## src/cwd_cfg.svh

```systemverilog
// constants for the configuration word decoder and control register
// assumes nothing beyond a SystemVerilog compiler
`ifndef CWD_CFG_SVH
`define CWD_CFG_SVH

// pll word field positions
`define CWD_ODIV_MSB      18
`define CWD_ODIV_LSB      16
`define CWD_UPLL_BYP_BIT  15
`define CWD_UIDIV_MSB     10
`define CWD_UIDIV_LSB     8
`define CWD_MUL_MSB       6
`define CWD_MUL_LSB       4
`define CWD_IDIV_MSB      2
`define CWD_IDIV_LSB      0
// reserved bits of the pll word, written as ones
`define CWD_PLL_RSVD_MASK 32'hFFF87888
// pin-policy word field positions
`define CWD_VBUS_OWN_BIT  31
`define CWD_ID_OWN_BIT    30
`define CWD_MAP_1WAY_BIT  29
`define CWD_DIS_1WAY_BIT  28
`define CWD_PIN_RSVD_MASK 32'h0FFF0000
// control register
`define CWD_CC_MAP_LOCK   13
`define CWD_CC_DIS_LOCK   12
`define CWD_CC_JTAG_EN    3
`define CWD_CC_TDO_EN     0
`define CWD_CC_ONES       32'h00000006
// register offsets on the local register port
`define CWD_OFS_PLL       2'h0
`define CWD_OFS_PIN       2'h1
`define CWD_OFS_CTRL      2'h2
// unlock sequence keys
`define CWD_KEY1          32'hAA996655
`define CWD_KEY2          32'h556699AA

`endif

```

## src/cwd_pkg.sv

```systemverilog
// types for the configuration word decoder
// assumes cwd_cfg.svh supplies the numeric constants
package cwd_pkg;
   // decoded clock settings
   typedef struct packed {
      logic [8:0] pll_out_div;    // 1..256
      logic       usb_pll_bypass;
      logic [3:0] usb_in_div;     // 1..12
      logic [4:0] pll_mul;        // 15..24
      logic [3:0] pll_in_div;     // 1..12
   } cwd_clk_type;

   // pin ownership and policy outputs
   typedef struct packed {
      logic        vbus_by_usb;
      logic        id_by_usb;
      logic        pin_map_single;
      logic        mod_dis_single;
      logic [15:0] user_id_value;
   } cwd_pin_type;

   // register port request
   typedef struct packed {
      logic        wr;
      logic        rd;
      logic [1:0]  addr;
      logic [31:0] wdata;
   } cwd_req_type;

   // unlock states, gray coded
   typedef enum logic [1:0] {
      CWD_LOCKED = 2'b00,
      CWD_KEY1OK = 2'b01,
      CWD_OPEN   = 2'b11
   } cwd_unl_type;

   // whole module state
   typedef struct packed {
      logic [31:0] pll_word;
      logic [31:0] pin_word;
      logic        loaded;
      logic        pin_map_lock;
      logic        mod_dis_lock;
      logic        pin_map_done;
      logic        mod_dis_done;
      logic        jtag_en;
      logic        tdo_en;
      cwd_unl_type unl;
      logic [31:0] rdata;
   } cwd_state_type;
endpackage : cwd_pkg

```

## src/cwd_top.sv

```systemverilog
// configuration word decoder with the runtime control register
// assumes nonvolatile words are stable while reset_i is high and for the
// first clock after release; register port is a simple local strobe port
`include "cwd_cfg.svh"
`timescale 1ns/1ps
`default_nettype none

module cwd_top (
   // clock and reset
   input  wire logic                clk_i,
   input  wire logic                reset_i,
   // nonvolatile words
   input  wire logic [31:0]         nv_pll_word_i,
   input  wire logic [31:0]         nv_pin_word_i,
   input  wire logic                nv_jtag_en_i,
   // register port
   input  wire cwd_pkg::cwd_req_type req_i,
   output logic [31:0]              rdata_o,
   // decoded settings
   output cwd_pkg::cwd_clk_type     clk_cfg_o,
   output cwd_pkg::cwd_pin_type     pin_cfg_o,
   output logic                     rsvd_ok_o,
   // lock and debug outputs
   output logic                     map_write_ok_o,
   output logic                     dis_write_ok_o,
   output logic                     jtag_port_enable_o,
   output logic                     two_wire_data_out_enable_o
);
   import cwd_pkg::*;

   cwd_state_type st_r;
   cwd_state_type st_nxt;
   logic [31:0]   ctrl_view;
   logic          ctrl_wr;
   logic          unl_wr;

   // maps a 3-bit divider code to 1,2,3,4,5,6,10,12; used twice
   function automatic logic [3:0] cwd_in_div(input logic [2:0] c);
      unique case (c)
         3'h6:    cwd_in_div = 4'hA;
         3'h7:    cwd_in_div = 4'hC;
         default: cwd_in_div = {1'b0, c} + 4'h1;
      endcase
   endfunction

   // decode of the latched words
   always_comb begin
      clk_cfg_o.pll_out_div = (st_r.pll_word[`CWD_ODIV_MSB:`CWD_ODIV_LSB]
                               == 3'h7) ? 9'h100 :
         9'h001 << st_r.pll_word[`CWD_ODIV_MSB:`CWD_ODIV_LSB];
      clk_cfg_o.usb_pll_bypass = st_r.pll_word[`CWD_UPLL_BYP_BIT];
      clk_cfg_o.usb_in_div = cwd_in_div(
         st_r.pll_word[`CWD_UIDIV_MSB:`CWD_UIDIV_LSB]);
      clk_cfg_o.pll_mul = (st_r.pll_word[`CWD_MUL_MSB:`CWD_MUL_LSB]
                           == 3'h7) ? 5'h18 :
         5'h0F + {2'h0, st_r.pll_word[`CWD_MUL_MSB:`CWD_MUL_LSB]};
      clk_cfg_o.pll_in_div = cwd_in_div(
         st_r.pll_word[`CWD_IDIV_MSB:`CWD_IDIV_LSB]);
   end

   // pin ownership straight from the policy word
   assign pin_cfg_o.vbus_by_usb   = st_r.pin_word[`CWD_VBUS_OWN_BIT];
   assign pin_cfg_o.id_by_usb     = st_r.pin_word[`CWD_ID_OWN_BIT];
   assign pin_cfg_o.pin_map_single = st_r.pin_word[`CWD_MAP_1WAY_BIT];
   assign pin_cfg_o.mod_dis_single = st_r.pin_word[`CWD_DIS_1WAY_BIT];
   assign pin_cfg_o.user_id_value = st_r.pin_word[15:0];

   // flag words whose reserved bits are not all ones; only a warning
   assign rsvd_ok_o = ((st_r.pll_word & (`CWD_PLL_RSVD_MASK)) ==
                       (`CWD_PLL_RSVD_MASK)) &&
                      ((st_r.pin_word & `CWD_PIN_RSVD_MASK) ==
                       `CWD_PIN_RSVD_MASK);

   assign map_write_ok_o             = ~st_r.pin_map_lock;
   assign dis_write_ok_o             = ~st_r.mod_dis_lock;
   assign jtag_port_enable_o         = st_r.jtag_en;
   assign two_wire_data_out_enable_o = st_r.tdo_en;
   assign rdata_o                    = st_r.rdata;

   // control register as read: fixed bits per layout
   always_comb begin
      ctrl_view = `CWD_CC_ONES;
      ctrl_view[`CWD_CC_MAP_LOCK] = st_r.pin_map_lock;
      ctrl_view[`CWD_CC_DIS_LOCK] = st_r.mod_dis_lock;
      ctrl_view[`CWD_CC_JTAG_EN]  = st_r.jtag_en;
      ctrl_view[`CWD_CC_TDO_EN]   = st_r.tdo_en;
   end

   assign ctrl_wr = req_i.wr && (req_i.addr == `CWD_OFS_CTRL);
   assign unl_wr  = req_i.wr && (req_i.addr == 2'h3);

   // next state
   always_comb begin
      st_nxt = st_r;
      // words and jtag default caught on the first clock after release
      if (!st_r.loaded) begin
         st_nxt.pll_word = nv_pll_word_i;
         st_nxt.pin_word = nv_pin_word_i;
         st_nxt.jtag_en  = nv_jtag_en_i;
         st_nxt.loaded   = 1'b1;
      end
      // unlock walk: key1 then key2 on the key address
      unique case (st_r.unl)
         CWD_LOCKED: if (unl_wr && req_i.wdata == `CWD_KEY1)
            st_nxt.unl = CWD_KEY1OK;
         CWD_KEY1OK: if (unl_wr)
            st_nxt.unl = (req_i.wdata == `CWD_KEY2) ? CWD_OPEN : CWD_LOCKED;
         CWD_OPEN:   if (unl_wr)
            st_nxt.unl = CWD_LOCKED;
         default:    st_nxt.unl = CWD_LOCKED;
      endcase
      if (ctrl_wr && st_r.loaded) begin
         st_nxt.jtag_en = req_i.wdata[`CWD_CC_JTAG_EN];
         st_nxt.tdo_en  = req_i.wdata[`CWD_CC_TDO_EN];
         // lock bits move only when open and not spent
         if (st_r.unl == CWD_OPEN) begin
            if (!(st_r.pin_word[`CWD_MAP_1WAY_BIT] && st_r.pin_map_done) &&
                req_i.wdata[`CWD_CC_MAP_LOCK] != st_r.pin_map_lock) begin
               st_nxt.pin_map_lock = req_i.wdata[`CWD_CC_MAP_LOCK];
               if (req_i.wdata[`CWD_CC_MAP_LOCK])
                  st_nxt.pin_map_done = 1'b1;
            end
            if (!(st_r.pin_word[`CWD_DIS_1WAY_BIT] && st_r.mod_dis_done) &&
                req_i.wdata[`CWD_CC_DIS_LOCK] != st_r.mod_dis_lock) begin
               st_nxt.mod_dis_lock = req_i.wdata[`CWD_CC_DIS_LOCK];
               if (req_i.wdata[`CWD_CC_DIS_LOCK])
                  st_nxt.mod_dis_done = 1'b1;
            end
         end
      end
      // registered read data, words read-only
      if (req_i.rd) begin
         unique case (req_i.addr)
            `CWD_OFS_PLL:  st_nxt.rdata = st_r.pll_word;
            `CWD_OFS_PIN:  st_nxt.rdata = st_r.pin_word;
            `CWD_OFS_CTRL: st_nxt.rdata = ctrl_view;
            default:       st_nxt.rdata = 32'h00000000;
         endcase
      end
   end

   // state register; words reset to all ones like erased storage
   always_ff @(posedge clk_i or posedge reset_i) begin
      if (reset_i) begin
         st_r          <= '0;
         st_r.pll_word <= 32'hFFFFFFFF;
         st_r.pin_word <= 32'hFFFFFFFF;
         st_r.jtag_en  <= 1'b1;
         st_r.tdo_en   <= 1'b1;
         st_r.unl      <= CWD_LOCKED;
      end else begin
         st_r <= st_nxt;
      end
   end
endmodule : cwd_top // cwd_top

`default_nettype wire

```

## config.mk

```make
export PLATFORM = sky130hd
export DESIGN_NAME = cwd_top
export DESIGN_NICKNAME = d
export VERILOG_FILES = /design/src/cwd_pkg.sv /design/src/cwd_top.sv
export VERILOG_INCLUDE_DIRS = /design/src /design/src/src
export SDC_FILE = /design/constraint.sdc
export NUM_CORES = 1
export LEC_CHECK = 0
export BUFFER_PORTS_ARGS = -buffer_cell sky130_fd_sc_hd__buf_2
export CAP_MARGIN = 40
export CORE_MARGIN = 10
export CORE_UTILIZATION = 46
export CTS_BUF_LIST = sky130_fd_sc_hd__clkbuf_4 sky130_fd_sc_hd__clkbuf_8 sky130_fd_sc_hd__clkbuf_16
export CTS_CLUSTER_SIZE = 24
export DETAILED_ROUTE_END_ITERATION = 16
export GPL_TIMING_DRIVEN = 1
export PLACE_DENSITY_LB_ADDON = 0.3
export SLEW_MARGIN = 20
export SYNTH_ARGS = -nofsm -noshare
export SYNTH_HDL_FRONTEND = slang
export SYNTH_SLANG_ARGS = --single-unit
```

## constraint.sdc

```tcl
create_clock -name clk_i -period 3.3 [get_ports clk_i]
set_input_delay 0.495 -clock clk_i [delete_from_list [all_inputs] [get_ports clk_i]]
set_output_delay 0.495 -clock clk_i [all_outputs]
set_load 0.02 [all_outputs]
```

Word level (Yosys, flattened, before mapping). Cells that the tools add are included.

Register bits after elaboration: 105. Output and inout bits: 80.

Add/sub/neg operators: 3. Equal/unequal tests: 21. Shift operators: 1. Muxes and demuxes: 12. Bitwise logic cells: 2. Reductions and logical operators: 18.

Operators by type and width (number): $pmux 32 s3 (1); $eq 32x31->1 const B (1); $eq 32x32->1 const B (1); $eq 19x19->1 const B (1); $eq 3x3->1 const B (6); $pmux 4 s2 (2); $eq 12x12->1 const B (1); $mux 2 (5); $logic_and 1x1->1 (9); $mux 9 (1); $reduce_and 3->1 (3); $shl 1x3->9 const A (1); $add 3x1->4 const B (2); $reduce_and 4->1 (2); $eq 2x2->1 const B (3); $ne 2x2->1 const B (3); $pmux 2 s3 (1); $add 4x3->5 const A (1); $mux 5 (1); $eq 2x1->1 const B (2); $logic_not 2->1 (2); $logic_not 1->1 (2); $ne 1x1->1 (2); $ne 2x1->1 const B (1); other kinds (2) (3).

Logic depth before layout (Yosys ltp). Gate-level depths: netlist (run 1).

Word-level depth: 5. Gate-level depth with buffers: 5. Gate-level depth less buffers: 4.

Worst setup path after synthesis (run 1). Ideal clock, no wire load.

Path kind: reg2out. Start point: reg st_r[65] (netlist name). End point: out rsvd_ok_o. Arrival time: 1649 ps. Data required time: 2805 ps. Setup slack: 1156 ps. Cell stages (with the launch flop): 4. Cell sequence: dfstp_2 -> nand4_1 -> or4_1 -> nor4_2.

Cells in the longest elaborated chain, start to end: 2.

RTL lines: start, declared (line cwd_top.sv:31) `cwd_state_type st_r;`; start signal, assigned (line cwd_top.sv:152) `st_r <= st_nxt;`; $eq 12x12->1 (no source line); $logic_and 1x1->1 (line cwd_top.sv:69) `` assign rsvd_ok_o = ((st_r.pll_word & (`CWD_PLL_RSVD_MASK)) == ``; end, declared (line cwd_top.sv:22) `output logic rsvd_ok_o,`.

Every way passes these cells.

Final worst setup path (run 1).
Start point: reg st_r[64] (netlist name). End point: out rsvd_ok_o.

Same word-level chain as after synthesis.

==> impl_metrics.py, run 1 <==
metrics = {
    "detailed_routing": {
        "drt_iter0_markers": 139,
        "first_pass_iters": 5,
        "drt-wirelength-per-cell_um": 19.0,
        "wl_met1_um": 5500,
        "drc": 0,
        "viasPerCell": 5.24,
        "wl_um": 13800,
        "vias": 3803,
        "highest_layer": "met5",
        "antenna_left": 0,
        "route.met3.wl_um": 1120,
        "dr_wl_met2_um": 6890,
    },
    "finish": {
        "final_util_pct": 55.2,
        "drive_gt1_share_pct": 59.0,
        "nets": 685,
        "n_antenna_cell": 0,
        "fillers": 1031,
        "fin_area_mm2": 0.00627,
        "flow.area_growth_from_synthesis_pct": 18.4,
    },
    "place": {
        "gp_congestion": 0.832,
        "dpl_cell_area_mm2": 0.00595,
        "dp_hpwl_um": 10600,
        "io_buffers": 181,
    },
    "setup_path": {
        "critPathKind": "reg2out",
        "crit_path_start_kind": "flop",
        "cp_num_buf_inv": 1,
        "cp_cell_sequence": "nand4_1 -> or4_1 -> nor4_2 -> buf_2",
        "cp_top_family": "simple AND/OR/NAND/NOR gates",
        "arrival_ns": 2.06,
        "worstPathRequired_ns": 2.80,
        "cpMaxStageDelayCell": "dfstp_2",
        "slowest_delay_ns": 0.55,
        "cp_max_fo": 3,
        "worstSetupEndpointType": "primary output",
    },
    "clock_tree": {
        "clk_pin_slew_worst_paths_ns": 0.08,
        "cts-buffers-inserted": 9,
        "cts-hold-fix-buffers": 0,
        "htreeDepth": 3,
        "root_buffer": "clkbuf_16",
        "clock_latency_ns": 0.35,
        "post_cts_buffers": 0,
        "cts_tree": "built",
        "clock_sinks": 105,
        "cts_buffer_depth": 2,
        "post_cts_resized": 0,
    },
    "floorplanning": {
        "dieArea_mm2": 0.0162,
        "coreArea_mm2": 0.0114,
        "rows": 39,
        "die_w_um": 127,
        "num_io_pins": 183,
        "start_util_pct": 46.6,
        "die_y_um": 127,
    },
    "sta": {
        "period_minus_slack_ns": 2.55,
        "rsz0062_at_grt": "no",
        "slew_violations": 0,
        "timing.fmax_mhz": 392,
        "period_share_pct": 77.3,
        "fin_setup_tns_ns": 0,
        "finalHoldViolations": 0,
        "skew_ns": 0.00740,
        "setup_violations": 0,
    },
    "grt": {
        "grt_pass1_wl_um": 21600,
        "grt-ovfl-total": 0,
        "grt_pass1_vias": 4058,
        "antenna_found_initial": 1,
        "grt_max_degree": 79,
        "gr-usage-all-layers_pct": 16.5,
    },
    "synth": {
        "synth.cell_area_mm2": 0.00530,
        "synth_edf_count": 0,
        "synth_nets": 563,
        "synth_top_area_share_pct": 32.7,
        "synth_area_leaders": "dfstp_2 (33%), dfrtp_1 (18%), mux2_2 (14%)",
        "synth_seq_cells": 105,
        "yosysTopAreaCell": "dfstp_2",
        "syn_avg_cell_area_um2": 11.6,
        "synth_cell_types": 41,
        "synth_common_cells": "mux2_2 (68), dfstp_2 (66), buf_4 (54)",
        "synth_seq_area_share_pct": 51.1,
        "ys_warn_count": 0,
        "synth.most_common_cell": "mux2_2",
        "async_reset_ff_share_pct": 100,
        "synth_flop_cell": "dfstp_2",
        "netlist_instances": 456,
    },
    "pwr": {
        "leakage_nw": 2.99,
        "power_density_mw_per_mm2": 522,
        "power.total_mw": 3.28,
        "vdd_ir_drop_max_mv": 0.254,
    },
    "outcome": {
        "run_status": "finished, final reports clean",
    },
    "worst_hold_path": {
        "min_path_type": "in2async",
    },
    "job": {
        "cap_violations": 0,
    },
}
[cell families after synthesis]
family                   Yosys count  synth area share (%)
AO/OA/AOI/OAI                     55                  6.28
other                              2                 0.142
multiplexers                      99                  20.3
buffers and inverters            116                  12.3
flip-flops                       105                  51.1
adder cells (fa/ha/maj)            4                 0.944
AND/OR/NAND/NOR                   75                  8.90
[metal layers]
metal / vias to the layer above / GRT usage [%]
met5: - / 0
met2: 142 / 27.9
li1: 1790 / -
met1: 1843 / 18.7
met3: 26 / 5.83
met4: 2 / 6.03
[worst paths after layout]
path                       slack (ns)         end  cells after the start              start
hold / removal                   0.13  rdata_o[6]                      2            reset_i
setup / recovery                 0.75   rsvd_ok_o                      4           st_r[64]
setup reg to reg                 1.87    st_r[33]                      4           st_r[32]
min in group clk_i               0.37    st_r[95]                      2  nv_pll_word_i[22]
hold reg to reg                  0.49    st_r[37]                      1           st_r[37]
max in group asynchronous        2.40    st_r[58]                      3            reset_i
[metrics by stage]
stage                     cells  worst slack (ns)  hold WS (ns)
after floorplan             456             0.154         0.442
after global placement      708              1.09         0.461
after detailed placement    709              1.09         0.463
after CTS                   725             0.708         0.136
after global routing        726             0.617         0.150
final                       726             0.749         0.129
[layout make-up]
class / instances / area (µm²) / share of cell area, %
clock buffers: 9 / 225 / 3.59
clock inverters: 7 / 71.3 / 1.14
inverters: 40 / 153 / 2.43
multi-input cells: 235 / 1940 / 30.9
flip-flops and latches: 105 / 2710 / 43.2
well taps: 143 / 179 / 2.85
repair buffers: 187 / 996 / 15.9
[state kept, by name, indices dropped and copies added, names as in the netlist]
signal                      flops
jtag_port_enable_o              1
ctrl_view                       2
two_wire_data_out_enable_o      1
clk_cfg_o                       1
rdata_o                        32
st_r                           48
pin_cfg_o                      20
[cells in the final DEF, fill, tap and decap left out, types with 3 or more instances in the layout]
master	n
a21oi_1	14
inv_1	39
o21ai_0	7
dfstp_2	66
nand4_1	10
clkbuf_16	9
nand2_1	9
buf_2	181
nor2_1	18
mux2_2	68
o22ai_1	26
nor3b_1	3
mux2i_1	31
buf_4	3
dfrtp_1	38
ha_1	4
nor4bb_1	11
a31o_2	3
[report_power, final]
group          switching, mW  total [mW]  internal, mW  leakage, nW
clock network          0.514        1.05         0.535        0.139
registers              0.107        1.59          1.48         1.20
logic                  0.365       0.642         0.276         1.65
(Power assumes the default switching activity.)
==> run 2: changes to the inputs <==
==> constraint.sdc (replaced) <==
create_clock -name clk_i -period 2.1 [get_ports clk_i]
set_input_delay 0.315 -clock clk_i [delete_from_list [all_inputs] [get_ports clk_i]]
set_output_delay 0.315 -clock clk_i [all_outputs]
set_load 0.02 [all_outputs]
==> run 2 against run 1 <==
Wire length is 0.80% lower. Clock-buffer cell count rose by 3. Via count shrank 0.89%. Highest routed layer unchanged. Combinational power is 59% higher. Worst hold slack worse by 0.025 ns. The flow now finishes with violations (setup timing). Clock power is 89% higher. Register-to-register slack got worse by 1.2 ns.
==> impl_metrics.py, run 2 (synthesis gave the netlist of run 1 again) <==
metrics = {
    "place": {
        "io_buffers": 181,
        "dp_hpwl_um": 10500,
        "dpl_cell_area_mm2": 0.00596,
        "gp_congestion": 0.821,
    },
    "detailed_routing": {
        "wl_um": 13700,
        "first_pass_iters": 6,
        "vias": 3769,
        "viasPerCell": 5.14,
        "drc": 0,
        "drt_iter0_markers": 137,
        "drt-wirelength-per-cell_um": 18.7,
        "antenna_left": 0,
    },
    "setup_path": {
        "critPathKind": "reg2out",
        "cp_cell_sequence": "nand4_1 -> or4_4 -> nor4_4 -> buf_4",
        "worstPathRequired_ns": 1.78,
        "cp_top_family": "simple AND/OR/NAND/NOR gates",
        "cpMaxStageDelayCell": "or4_4",
        "arrival_ns": 1.94,
        "crit_path_start_kind": "flop",
        "cp_num_buf_inv": 1,
        "worstSetupEndpointType": "primary output",
        "cp_max_fo": 3,
        "slowest_delay_ns": 0.56,
    },
    "finish": {
        "flow.area_growth_from_synthesis_pct": 20.2,
        "largest_reg_flops": 48,
        "drive_gt1_share_pct": 59.7,
        "top_register": "st_r",
        "layout_commonest_cell": "buf_2",
        "fin_area_mm2": 0.00637,
        "nets": 692,
        "n_antenna_cell": 0,
        "final_cell_mix": "buf_2 (180), mux2_2 (68), dfstp_2 (66), inv_1 (39), dfrtp_1 (38)",
        "fillers": 1003,
    },
    "grt": {
        "grt_pass1_vias": 4110,
        "gr-usage-all-layers_pct": 16.6,
        "antenna_found_initial": 1,
        "grt_max_degree": 106,
        "grt-ovfl-total": 0,
        "grt_pass1_wl_um": 21600,
    },
    "pwr": {
        "leakage_nw": 3.06,
        "vdd_ir_drop_max_mv": 0.430,
        "power_density_mw_per_mm2": 861,
    },
    "clock_tree": {
        "clock_latency_ns": 0.35,
        "cts-hold-fix-buffers": 0,
        "root_buffer": "clkbuf_16",
        "clk_pin_slew_worst_paths_ns": 0.07,
        "cts_tree": "built",
        "htreeDepth": 3,
        "cts-buffers-inserted": 9,
        "cts_buffer_depth": 2,
        "clock_sinks": 105,
    },
    "sta": {
        "rsz0062_at_grt": "yes",
        "skew_ns": 0.00374,
        "worstMarginPinSlew_ns": 0.625,
        "timing.fmax_mhz": 444,
        "slew_headroom_pct": 58.3,
        "fin_setup_tns_ns": -0.152,
        "period_share_pct": 107,
        "finalHoldViolations": 0,
        "slew_violations": 0,
        "setup_violations": 1,
        "period_minus_slack_ns": 2.25,
        "finalWorstSetupSlack_ns": -0.152,
    },
    "floorplanning": {
        "num_io_pins": 183,
        "die_y_um": 127,
        "coreArea_mm2": 0.0114,
        "die_w_um": 127,
        "rows": 39,
        "dieArea_mm2": 0.0162,
        "start_util_pct": 46.6,
    },
    "worst_hold_path": {
        "min_path_type": "in2async",
    },
    "outcome": {
        "run_status": "finished, violations left",
        "violations": "setup timing",
    },
    "job": {
        "cap_violations": 0,
    },
}
run 2: cell types whose count changed in the layout (fill, tap and decap cells not counted), moves of 2 or more:
cell / delta
inv_8: -2
buf_4: +10
clkbuf_8: +2
bufinv_16: +3
inv_6: -2
run 2: layout make-up:
type / count / area, µm² / area share [%]
Tap cell: 143 / 179 / 2.81
Multi-Input combinational cell: 235 / 1950 / 30.6
Clock buffer: 12 / 260 / 4.08
Sequential cell: 105 / 2710 / 42.5
Timing Repair Buffer: 194 / 1020 / 16.0
Clock inverter: 4 / 98.8 / 1.55
Inverter: 40 / 154 / 2.42
run 2: repair_timing:
action,CTS,global route
resized for setup,3,0
hold endpoints to repair,0,0
pin swaps,3,0
setup endpoints to repair,1,2
buffers inserted,3,2
run 2: per-stage QoR:
step	utilization [%]	power [mW]	setup slack (ns)	cells	hold WS [ns]
after floorplan	-	3.27	0.136	456	0.434
after global placement	52.4	3.51	0.0736	712	0.448
after detailed placement	52.4	3.54	0.0705	712	0.473
after CTS	55.9	5.55	-0.149	731	0.141
after global routing	56.0	5.73	-0.232	733	0.174
final	56.0	5.49	-0.152	733	0.104
run 2: worst paths after layout:
kind                                 end         startpoint  cells after the start  slack, ns
min reg2reg                     st_r[37]           st_r[37]                      1       0.49
min                          rdata_o[24]            reset_i                      3       0.10
max                            rsvd_ok_o           st_r[60]                      4      -0.15
max in group asynchronous       st_r[40]            reset_i                      3       1.55
min in group clk_i              st_r[65]  nv_pin_word_i[24]                      2       0.20
max reg2reg                ctrl_view[13]           st_r[40]                      4       0.69
run 2: tightest hold or removal path, delay by kind of cell:
family	cells	cell delay [ns]
buffers and inverters	3	0.60
run 2: metal layers:
| layer | share of wire (%) | vias to the layer above | wire [µm] | GRT usage (%) |
|---|---|---|---|---|
| met5 | 0.13 | - | 18 | 0 |
| met4 | 1.5 | 2 | 199 | 5.89 |
| met3 | 8.2 | 18 | 1130 | 6.20 |
| met2 | 51 | 124 | 6950 | 28.8 |
| met1 | 39 | 1828 | 5410 | 18.2 |
| li1 | - | 1797 | - | - |
run 2: where the power goes:
part           switching, mW  internal, mW  leakage (nW)  total [mW]
Clock                  0.732          1.25         0.176        1.98
Sequential             0.166          2.32          1.20        2.49
Combinational          0.575         0.443          1.69        1.02
Total                   1.47          4.01          3.06        5.49
